--- src/design/acr_pkg.sv ---
// Constants for the converter configuration and test pattern register group
package acr_pkg;
    localparam int ADDR_W = 8;
    localparam int DATA_W = 8;
    localparam int PAT_W  = 18;

    localparam logic [7:0] OFS_INPUT_CTL   = 8'h11;
    localparam logic [7:0] OFS_FUSE_LOAD   = 8'h13;
    localparam logic [7:0] OFS_PAT_LOW     = 8'h14;
    localparam logic [7:0] OFS_PAT_MID     = 8'h15;
    localparam logic [7:0] OFS_PAT_HIGH    = 8'h16;
    localparam logic [7:0] OFS_FCLK_CTL    = 8'h19;

    localparam logic [7:0] RST_VALUE       = 8'h00;

    // Writable bit masks; all other bits are reserved and held at zero
    localparam logic [7:0] MASK_INPUT_CTL  = 8'h25;
    localparam logic [7:0] MASK_FUSE_LOAD  = 8'h01;
    localparam logic [7:0] MASK_PAT_FULL   = 8'hff;
    localparam logic [7:0] MASK_FCLK_CTL   = 8'h91;

    localparam int BIT_SINGLE_ENDED  = 5;
    localparam int BIT_DELAY_PDN     = 2;
    localparam int BIT_AUTO_ZERO     = 0;
    localparam int BIT_FUSE_LOAD     = 0;
    localparam int BIT_FCLK_SOURCE   = 7;
    localparam int BIT_FCLK_DIVIDE   = 4;
    localparam int BIT_FCLK_STRETCH  = 0;
    localparam int SEL_B_HI          = 7;
    localparam int SEL_B_LO          = 5;
    localparam int SEL_A_HI          = 4;
    localparam int SEL_A_LO          = 2;
    localparam int PAT_HIGH_HI       = 1;

    localparam logic [2:0] PAT_NORMAL   = 3'h0;
    localparam logic [2:0] PAT_RAMP     = 3'h2;
    localparam logic [2:0] PAT_CONSTANT = 3'h3;

    localparam int FIFO_DEPTH = 8;
endpackage

--- src/design/acr_fifo.sv ---
// Synchronous valid/ready FIFO for output sample pairs
`timescale 1ns/1ps
module acr_fifo #(
    parameter int WIDTH = 32,
    parameter int DEPTH = 8
) (
    input  wire logic             sys_clk,
    input  wire logic             rst,
    input  wire logic [WIDTH-1:0] in_data,
    input  wire logic             in_valid,
    output logic                  in_ready,
    output logic [WIDTH-1:0]      out_data,
    output logic                  out_valid,
    input  wire logic             out_ready
);
    localparam int AW = $clog2(DEPTH);

    logic [WIDTH-1:0] mem [DEPTH];
    logic [AW-1:0]    wr_ptr;
    logic [AW-1:0]    rd_ptr;
    logic [AW:0]      count;
    logic [AW:0]      next_count;
    logic             push;
    logic             pop;

    // Ready registered from the next count, so it leaves a flop
    assign next_count = count + (AW+1)'(push) - (AW+1)'(pop);
    assign out_valid  = (count != '0);
    assign out_data  = mem[rd_ptr];
    assign push      = in_valid && in_ready;
    assign pop       = out_valid && out_ready;

    always_ff @(posedge sys_clk) begin
        if (push) begin
            mem[wr_ptr] <= in_data;
        end
    end

    always_ff @(posedge sys_clk) begin
        if (rst) begin
            wr_ptr <= '0;
            rd_ptr <= '0;
            count  <= '0;
            in_ready <= 1'b1;
        end else begin
            if (push) begin
                wr_ptr <= (wr_ptr == AW'(DEPTH-1)) ? '0 : wr_ptr + 1'b1;
            end
            if (pop) begin
                rd_ptr <= (rd_ptr == AW'(DEPTH-1)) ? '0 : rd_ptr + 1'b1;
            end
            count    <= next_count;
            in_ready <= (next_count != (AW+1)'(DEPTH));
        end
    end
endmodule

--- src/design/acr_regs.sv ---
// Configuration registers and test pattern generator of the converter
//
// Behaviour
// Bit 5 set selects single-ended channel A
// Delay-loop off gives half-period sampling, fastest variant
// Host sets delay-loop off only below 40 MSPS
// Auto-zero polarity inverted on fastest variant
// Host pulses fuse load one then zero
// Fuse load resets earlier register writes
// Constant pattern outputs 18-bit value MSB-aligned
// Ramp increment from custom value per resolution
// Channel B select bits 7-5: normal/ramp/constant
// Channel A select bits 4-2: normal/ramp/constant
// Patterns inserted before mapper, native width, MSB-aligned
// Host sets frame clock bits per mode
// Reserved bits written zero, read zero
// Ramp wraps modulo native width, per sample
`timescale 1ns/1ps
module acr_regs #(
    parameter int  NATIVE_W     = 16,
    parameter bit  FAST_VARIANT = 1'b0,
    parameter int  FIFO_DEPTH   = acr_pkg::FIFO_DEPTH
) (
    input  wire logic                      sys_clk,
    input  wire logic                      rst,
    input  wire logic                      reg_wr,
    input  wire logic                      reg_rd,
    input  wire logic [acr_pkg::ADDR_W-1:0] reg_addr,
    input  wire logic [acr_pkg::DATA_W-1:0] reg_wdata,
    output logic [acr_pkg::DATA_W-1:0]      reg_rdata,
    output logic                            reg_rvalid,
    input  wire logic [NATIVE_W-1:0]       conv_a,
    input  wire logic [NATIVE_W-1:0]       conv_b,
    input  wire logic                      conv_valid,
    output logic                           conv_ready,
    output logic [NATIVE_W-1:0]            sample_a,
    output logic [NATIVE_W-1:0]            sample_b,
    output logic                           sample_valid,
    input  wire logic                      sample_ready,
    output logic                           single_ended_input_sel_a,
    output logic                           delay_loop_power_down,
    output logic                           sampling_half_period,
    output logic                           auto_zero_active,
    output logic                           fuse_mapping_reload,
    output logic                           frame_clock_source,
    output logic                           frame_clock_divide,
    output logic                           frame_clock_stretch
);
    localparam int PW = acr_pkg::PAT_W;

    logic [7:0] input_and_sampling_control;
    logic [7:0] fuse_mapping_load;
    logic [7:0] custom_pattern_low;
    logic [7:0] custom_pattern_mid;
    logic [7:0] pattern_select_and_custom_high;
    logic [7:0] frame_clock_control;
    logic       load_prev;
    logic       fuse_clear;

    logic [PW-1:0]       user_pattern_value;
    logic [2:0]          pattern_select_chan_a;
    logic [2:0]          pattern_select_chan_b;
    logic [NATIVE_W-1:0] pattern_const;
    logic [NATIVE_W-1:0] ramp_step;
    logic [NATIVE_W-1:0] ramp_a;
    logic [NATIVE_W-1:0] ramp_b;
    logic [NATIVE_W-1:0] next_a;
    logic [NATIVE_W-1:0] next_b;
    logic                fifo_in_ready;
    logic                fifo_out_valid;
    logic [2*NATIVE_W-1:0] fifo_out_data;
    logic                take;

    // Picks the stream value for one channel from its select code
    function automatic logic [NATIVE_W-1:0] pick(
        input logic [2:0]          sel,
        input logic [NATIVE_W-1:0] conv,
        input logic [NATIVE_W-1:0] ramp,
        input logic [NATIVE_W-1:0] cst
    );
        logic [NATIVE_W-1:0] r;
        r = conv;
        if (sel == acr_pkg::PAT_RAMP) begin
            r = ramp;
        end else if (sel == acr_pkg::PAT_CONSTANT) begin
            r = cst;
        end
        return r;
    endfunction

    assign user_pattern_value    = {pattern_select_and_custom_high[acr_pkg::PAT_HIGH_HI:0],
                                    custom_pattern_mid, custom_pattern_low};
    assign pattern_select_chan_a =
        pattern_select_and_custom_high[acr_pkg::SEL_A_HI:acr_pkg::SEL_A_LO];
    assign pattern_select_chan_b =
        pattern_select_and_custom_high[acr_pkg::SEL_B_HI:acr_pkg::SEL_B_LO];
    // Value starts at the MSB; low bits beyond native width are dropped
    assign pattern_const = user_pattern_value[PW-1 -: NATIVE_W];
    // Increment code is an 18-bit step, scaled down to native width
    assign ramp_step     = user_pattern_value[PW-1 -: NATIVE_W] |
                           NATIVE_W'(user_pattern_value[PW-NATIVE_W-1:0] != '0);
    // Fuse load completes on the falling edge of the strobe bit
    assign fuse_clear    = load_prev &&
                           !fuse_mapping_load[acr_pkg::BIT_FUSE_LOAD];

    always_ff @(posedge sys_clk) begin
        if (rst) begin
            load_prev <= 1'b0;
        end else begin
            load_prev <= fuse_mapping_load[acr_pkg::BIT_FUSE_LOAD];
        end
    end

    // Completed fuse load wipes other settings, so program it first
    always_ff @(posedge sys_clk) begin
        if (rst || fuse_clear) begin
            input_and_sampling_control     <= acr_pkg::RST_VALUE;
            custom_pattern_low             <= acr_pkg::RST_VALUE;
            custom_pattern_mid             <= acr_pkg::RST_VALUE;
            pattern_select_and_custom_high <= acr_pkg::RST_VALUE;
            frame_clock_control            <= acr_pkg::RST_VALUE;
        end else if (reg_wr) begin
            if (reg_addr == acr_pkg::OFS_INPUT_CTL) begin
                input_and_sampling_control <= reg_wdata & acr_pkg::MASK_INPUT_CTL;
            end else if (reg_addr == acr_pkg::OFS_PAT_LOW) begin
                custom_pattern_low <= reg_wdata & acr_pkg::MASK_PAT_FULL;
            end else if (reg_addr == acr_pkg::OFS_PAT_MID) begin
                custom_pattern_mid <= reg_wdata & acr_pkg::MASK_PAT_FULL;
            end else if (reg_addr == acr_pkg::OFS_PAT_HIGH) begin
                pattern_select_and_custom_high <= reg_wdata & acr_pkg::MASK_PAT_FULL;
            end else if (reg_addr == acr_pkg::OFS_FCLK_CTL) begin
                frame_clock_control <= reg_wdata & acr_pkg::MASK_FCLK_CTL;
            end
        end
    end

    always_ff @(posedge sys_clk) begin
        if (rst) begin
            fuse_mapping_load <= acr_pkg::RST_VALUE;
        end else if (reg_wr && reg_addr == acr_pkg::OFS_FUSE_LOAD) begin
            fuse_mapping_load <= reg_wdata & acr_pkg::MASK_FUSE_LOAD;
        end
    end

    always_ff @(posedge sys_clk) begin
        if (rst) begin
            reg_rdata  <= '0;
            reg_rvalid <= 1'b0;
        end else begin
            reg_rvalid <= reg_rd;
            if (!reg_rd) begin
                reg_rdata <= reg_rdata;
            end else if (reg_addr == acr_pkg::OFS_INPUT_CTL) begin
                reg_rdata <= input_and_sampling_control;
            end else if (reg_addr == acr_pkg::OFS_FUSE_LOAD) begin
                reg_rdata <= fuse_mapping_load;
            end else if (reg_addr == acr_pkg::OFS_PAT_LOW) begin
                reg_rdata <= custom_pattern_low;
            end else if (reg_addr == acr_pkg::OFS_PAT_MID) begin
                reg_rdata <= custom_pattern_mid;
            end else if (reg_addr == acr_pkg::OFS_PAT_HIGH) begin
                reg_rdata <= pattern_select_and_custom_high;
            end else if (reg_addr == acr_pkg::OFS_FCLK_CTL) begin
                reg_rdata <= frame_clock_control;
            end else begin
                reg_rdata <= '0;
            end
        end
    end

    // Control levels and the one-cycle reload pulse; each output registered one cycle after its bit
    always_ff @(posedge sys_clk) begin
        if (rst) begin
            single_ended_input_sel_a <= 1'b0;
            delay_loop_power_down    <= 1'b0;
            sampling_half_period     <= 1'b0;
            auto_zero_active         <= !FAST_VARIANT;
            fuse_mapping_reload      <= 1'b0;
            frame_clock_source       <= 1'b0;
            frame_clock_divide       <= 1'b0;
            frame_clock_stretch      <= 1'b0;
        end else begin
            single_ended_input_sel_a <=
                input_and_sampling_control[acr_pkg::BIT_SINGLE_ENDED];
            // Loop only exists on the fastest part; slower parts ignore the bit
            delay_loop_power_down <= FAST_VARIANT &&
                input_and_sampling_control[acr_pkg::BIT_DELAY_PDN];
            sampling_half_period  <= FAST_VARIANT &&
                input_and_sampling_control[acr_pkg::BIT_DELAY_PDN];
            auto_zero_active <= FAST_VARIANT ~^
                input_and_sampling_control[acr_pkg::BIT_AUTO_ZERO];
            fuse_mapping_reload <= fuse_clear;
            frame_clock_source  <= frame_clock_control[acr_pkg::BIT_FCLK_SOURCE];
            frame_clock_divide  <= frame_clock_control[acr_pkg::BIT_FCLK_DIVIDE];
            frame_clock_stretch <= frame_clock_control[acr_pkg::BIT_FCLK_STRETCH];
        end
    end

    assign take   = conv_valid && fifo_in_ready;
    assign next_a = pick(pattern_select_chan_a, conv_a, ramp_a, pattern_const);
    assign next_b = pick(pattern_select_chan_b, conv_b, ramp_b, pattern_const);

    // Ramps advance once per accepted sample and wrap at native width
    always_ff @(posedge sys_clk) begin
        if (rst || pattern_select_chan_a != acr_pkg::PAT_RAMP) begin
            ramp_a <= '0;
        end else if (take) begin
            ramp_a <= ramp_a + ramp_step;
        end
    end

    always_ff @(posedge sys_clk) begin
        if (rst || pattern_select_chan_b != acr_pkg::PAT_RAMP) begin
            ramp_b <= '0;
        end else if (take) begin
            ramp_b <= ramp_b + ramp_step;
        end
    end

    assign conv_ready = fifo_in_ready;

    acr_fifo #(
        .WIDTH (2*NATIVE_W),
        .DEPTH (FIFO_DEPTH)
    ) u_fifo (
        .sys_clk   (sys_clk),
        .rst       (rst),
        .in_data   ({next_b, next_a}),
        .in_valid  (conv_valid),
        .in_ready  (fifo_in_ready),
        .out_data  (fifo_out_data),
        .out_valid (fifo_out_valid),
        .out_ready (!sample_valid || sample_ready)
    );

    // Output stage register so sample ports come from flops
    always_ff @(posedge sys_clk) begin
        if (rst) begin
            sample_a     <= '0;
            sample_b     <= '0;
            sample_valid <= 1'b0;
        end else if (!sample_valid || sample_ready) begin
            sample_valid <= fifo_out_valid;
            if (fifo_out_valid) begin
                sample_a <= fifo_out_data[NATIVE_W-1:0];
                sample_b <= fifo_out_data[2*NATIVE_W-1:NATIVE_W];
            end
        end
    end
endmodule

--- config.mk ---
export PLATFORM = sky130hd
export DESIGN_NAME = acr_regs
export DESIGN_NICKNAME = d
export VERILOG_FILES = /design/src/design/acr_pkg.sv /design/src/design/acr_fifo.sv /design/src/design/acr_regs.sv
export SDC_FILE = /design/constraint.sdc
export NUM_CORES = 1
export LEC_CHECK = 0
export BUFFER_PORTS_ARGS = -buffer_cell sky130_fd_sc_hd__buf_4
export CORE_MARGIN = 2
export CORE_UTILIZATION = 55
export DETAILED_ROUTE_END_ITERATION = 8
export MAX_ROUTING_LAYER = met4
export PLACE_DENSITY = 0.7
export SYNTH_ARGS = -nofsm -noshare
export SYNTH_HDL_FRONTEND = slang
export SYNTH_SLANG_ARGS = --single-unit
--- constraint.sdc ---
create_clock -name sys_clk -period 5.5 [get_ports sys_clk]
set_input_delay 0.825 -clock sys_clk [delete_from_list [all_inputs] [get_ports sys_clk]]
set_output_delay 0.825 -clock sys_clk [all_outputs]
set_load 0.05 [all_outputs]
==> impl_results.md <==
* Largest stage delay, worst path at around 0.54 ns
* WL final at approximately 36000 um
* Cts repair resizes at 0
* Die H at about 180 um
* Rows at 63
* Sequential element share of the synthesized area at about three fifths
* CP most frequent cell: ha_1
* Max Freq at ~360 MHz
* Slew Viols, Final at 0
* Mean post-synth cell area at approximately 14 um^2
* Hold slack at between 0.4 and 0.5 ns
* Tightest Hold Check Type: register to register
* Asr flop ratio synth at 0%
* Critical path class: register to register
* CTS tree: done
* Initial Util at between 50% and 60%
* Worst-skew pair later-pin latency at 0.53 ns
* Clk sink count at 379
* Worst-case clock skew at 0.0146 ns
* Initial antenna violation count at 0
* Hold Path Origin: input_and_sampling_control[0]$_SDFFE_PP0P_
* Buf+Inv Stages, Crit Path at 3
* Overflow after GRT at 0
* Worst-path clk slew at 0.06 ns
* Predominant post-synthesis flop cell: edfxtp_1
* CTS buffer count at 40
* R2r startpoint: u_fifo.count[2]$_SDFF_PP0_
* RSZ-0062 raised after global routing: no
* CP Launch Type: register
* RR Endpoint: u_fifo.in_ready$_SDFF_PP1_
* Slew HR at 11.3%
* Status: completed
* Worst vdd ir at ~0.26 mV
* Vias per Instance at 5.80
* Setup violations, final at 0
* Buffers on Ports at around 100
* Cell Area, Synth at around 16000 um^2
* Vias in the first global route at 9692
* Crit end category: register
* Crit path cell chain: inv_1 -> ha_1 -> and3_1 -> a21oi_4 -> buf_4 -> ha_1 -> inv_1 -> ha_1 -> fa_1 -> nor2_1 -> nand3_1
* Fin crit share at between 50% and 60%
* Final net count at between 1000 and 1500
* Worst-path fanout max at 68
* Crit path max-delay family: adder cells
* P_leak at between 0.006 and 0.007 uW
* Final TNS setup at 0 ns
* Worst-case clock buffer depth at 3
* Endpoints failing hold at 0
* Reg-to-reg slack, setup at 2.74 ns
* Cells after Synth at between 1000 and 1500
* PwrDens at roughly 430 nW/um^2
* Post-DRT Antenna Nets at 0
* Synth unique cells at 59
* Syn-to-layout area delta at 14.6%
* FILL cells at about 2200
* Die area at just over 30000 um^2
* Slew @ Worst Pin at approximately 1.3 ns
* Drc violations at 0
* Chip width at ~180 um
* Synthesized flop and latch total at approximately 380
* Reg2reg path depth at 11
* Max cap viols at 0
* Critical Path Slowest Stage Cell: buf_4
* Ys Warns at 0
* Arrival time of the worst setup path at 3.15 ns
* Wire per inst at between 20 and 25 um
* Gr usage total at around 24%
* Layout cell share with drive strength beyond 1 at around 20%
* DRT iter0 DRCs at 795
* Hpwl dp at around 23000 um
* Hold Crit Depth at 1
* DR vias at roughly 9900
* First-pass GRT wire length at around 56000 um
* CTS Hold Bufs at 0
* WP data required at around 5.9 ns
* # diodes at 0
* H-tree depth at 2
* Setup Fix Bufs, Post-CTS at 0
* Core area at ~30000 um^2
* Detailed Routing Iterations Pass 1 at 6
* Number of flops mapped to enable cells by yosys at 256
* Worst Hold Path EP: auto_zero_active$_SDFF_PP1_
* Largest net degree at the start of global routing at 69
* Post-route minimum period at 2.76 ns
* DP Cell Count at between 1500 and 2000
* I/O pin cnt at approximately 110
* Final Instance Count excl. Fillers at around 1700
* Clock Tree Root: clkbuf_16
* GPL Wtd Cong at a little over 0.9
[metrics by stage]
step	setup WS, ns	util (%)	area [um^2]	total power, uW
CTS	2.73	63.7	18800	8240
finish	2.74	63.7	18800	8140
detailed placement	2.47	59.5	17500	5690
floorplan	0.727	-	16400	5110
global placement	2.51	59.5	17500	5650
global route	2.51	63.7	18800	8510
[area by class of cell]
class | count | area [um^2] | area share (%)
Clock buffer | 53 | 1100 | 5.86
Timing Repair Buffer | 118 | 886 | 4.72
Tap cell | 390 | 488 | 2.60
Clock inverter | 20 | 143 | 0.759
Sequential cell | 379 | 10200 | 54.1
Inverter | 20 | 75.1 | 0.400
Multi-Input combinational cell | 732 | 5930 | 31.6
[power by group]
part	leakage [uW]	internal [uW]	switching, uW	total (uW)
Clock	0.000612	1460	1080	2540
Combinational	0.00282	825	1250	2070
Sequential	0.00333	3330	195	3530
[worst max path at each step]
stage                                           from                          to  slack, ns  depth (start not counted)
final                     u_fifo.count[2]$_SDFF_PP0_  u_fifo.in_ready$_SDFF_PP1_       2.74                         11
after detailed placement                sample_ready  u_fifo.in_ready$_SDFF_PP1_       2.47                         10
after global placement                  sample_ready  u_fifo.in_ready$_SDFF_PP1_       2.51                         10
after floorplan                           conv_valid  u_fifo.mem[0][0]$_DFFE_PP_       0.73                          3
after CTS                 u_fifo.count[2]$_SDFF_PP0_  u_fifo.in_ready$_SDFF_PP1_       2.73                         11
after global routing      u_fifo.count[2]$_SDFF_PP0_  u_fifo.in_ready$_SDFF_PP1_       2.51                         11
[cells in the mapped netlist (2+ instances only)]
cell | n | share of area [%]
a211oi_1 | 36 | 1.6
a21boi_0 | 2 | 0.092
a21o_1 | 11 | 0.50
a21oi_1 | 58 | 1.8
a22o_1 | 2 | 0.11
a22oi_1 | 3 | 0.14
a31oi_1 | 7 | 0.27
and2_1 | 4 | 0.15
and3_1 | 6 | 0.23
and4_1 | 2 | 0.11
buf_1 | 4 | 0.092
buf_2 | 13 | 0.40
buf_4 | 5 | 0.23
clkbuf_1 | 45 | 1.0
dfxtp_1 | 123 | 15
edfxtp_1 | 256 | 47
fa_1 | 3 | 0.37
ha_1 | 39 | 3.0
inv_1 | 18 | 0.41
mux2i_1 | 105 | 6.4
mux4_2 | 64 | 8.8
nand2_1 | 86 | 2.0
nand2b_1 | 13 | 0.50
nand3_1 | 40 | 1.2
nand3_2 | 2 | 0.12
nand3_4 | 2 | 0.21
nand3b_1 | 2 | 0.092
nand4_1 | 4 | 0.15
nor2_1 | 92 | 2.1
nor2b_1 | 13 | 0.50
nor3_1 | 17 | 0.52
o211a_1 | 2 | 0.12
o211ai_1 | 6 | 0.27
o21a_1 | 3 | 0.14
o21ai_0 | 58 | 1.8
o21bai_1 | 3 | 0.14
o22ai_1 | 2 | 0.076
o31ai_1 | 2 | 0.092
or3_1 | 5 | 0.19
or4_1 | 2 | 0.092
xnor2_1 | 14 | 0.75
xor2_1 | 7 | 0.37
[logic make-up after synthesis]
group / Yosys count / share of synthesized area (%)
AO/OA/AOI/OAI: 204 / 7.66
XOR/XNOR: 21 / 1.12
adder cells (fa/ha/maj): 42 / 3.34
buffers and inverters: 88 / 2.27
flip-flops: 379 / 61.9
multiplexers: 169 / 15.2
other: 1 / 0.0229
AND/OR/NAND/NOR: 294 / 8.46
[placed cells by master, fill, tap and decap left out, types with 4 or more instances in the layout]
cell       count
a211oi_1      36
a21o_1        11
a21oi_1       57
a31oi_1        7
and2_1         4
and3_1         6
buf_4        118
clkbuf_1       9
clkbuf_16     41
clkinv_1       7
clkinv_2       8
dfxtp_1      120
edfxtp_1     256
ha_1          39
inv_1         18
mux2i_1      105
mux4_2        64
nand2_1       86
nand2b_1      13
nand3_1       40
nand4_1        4
nor2_1        89
nor2b_1       13
nor3_1        13
nor3_2         4
o211ai_1       6
o21ai_0       58
or3_1          5
xnor2_1       14
xor2_1         7
[routing by layer]
metal	global-route usage, %	share of wire (%)	wire (um)	vias up
met5	-	0	0	-
met4	7.20	2.5	893	0
met3	2.62	4.8	1710	60
met2	38.5	48	17200	281
met1	33.6	45	16000	4863
li1	-	-	-	4734
[flip-flops by register name, indices dropped and copies added (netlist names), 3 cells and up]
name                            count
u_fifo.mem                        256
ramp_a                             16
ramp_b                             16
sample_a                           16
sample_b                           16
custom_pattern_low                  8
custom_pattern_mid                  8
pattern_select_and_custom_high      8
reg_rdata                           8
u_fifo.count                        4
frame_clock_control                 3
input_and_sampling_control          3
u_fifo.rd_ptr                       3
u_fifo.wr_ptr                       3
[worst reg2reg max path, stage by stage, from the launching register on]
cell and delay, ns:
dfxtp_1 0.32, inv_1 0.05, ha_1 0.18, and3_1 0.18, a21oi_4 0.11, buf_4 0.54
ha_1 0.35, inv_1 0.06, ha_1 0.18, fa_1 0.45, nor2_1 0.12, nand3_1 0.09
Note: power is estimated with default switching activity, not from simulation.
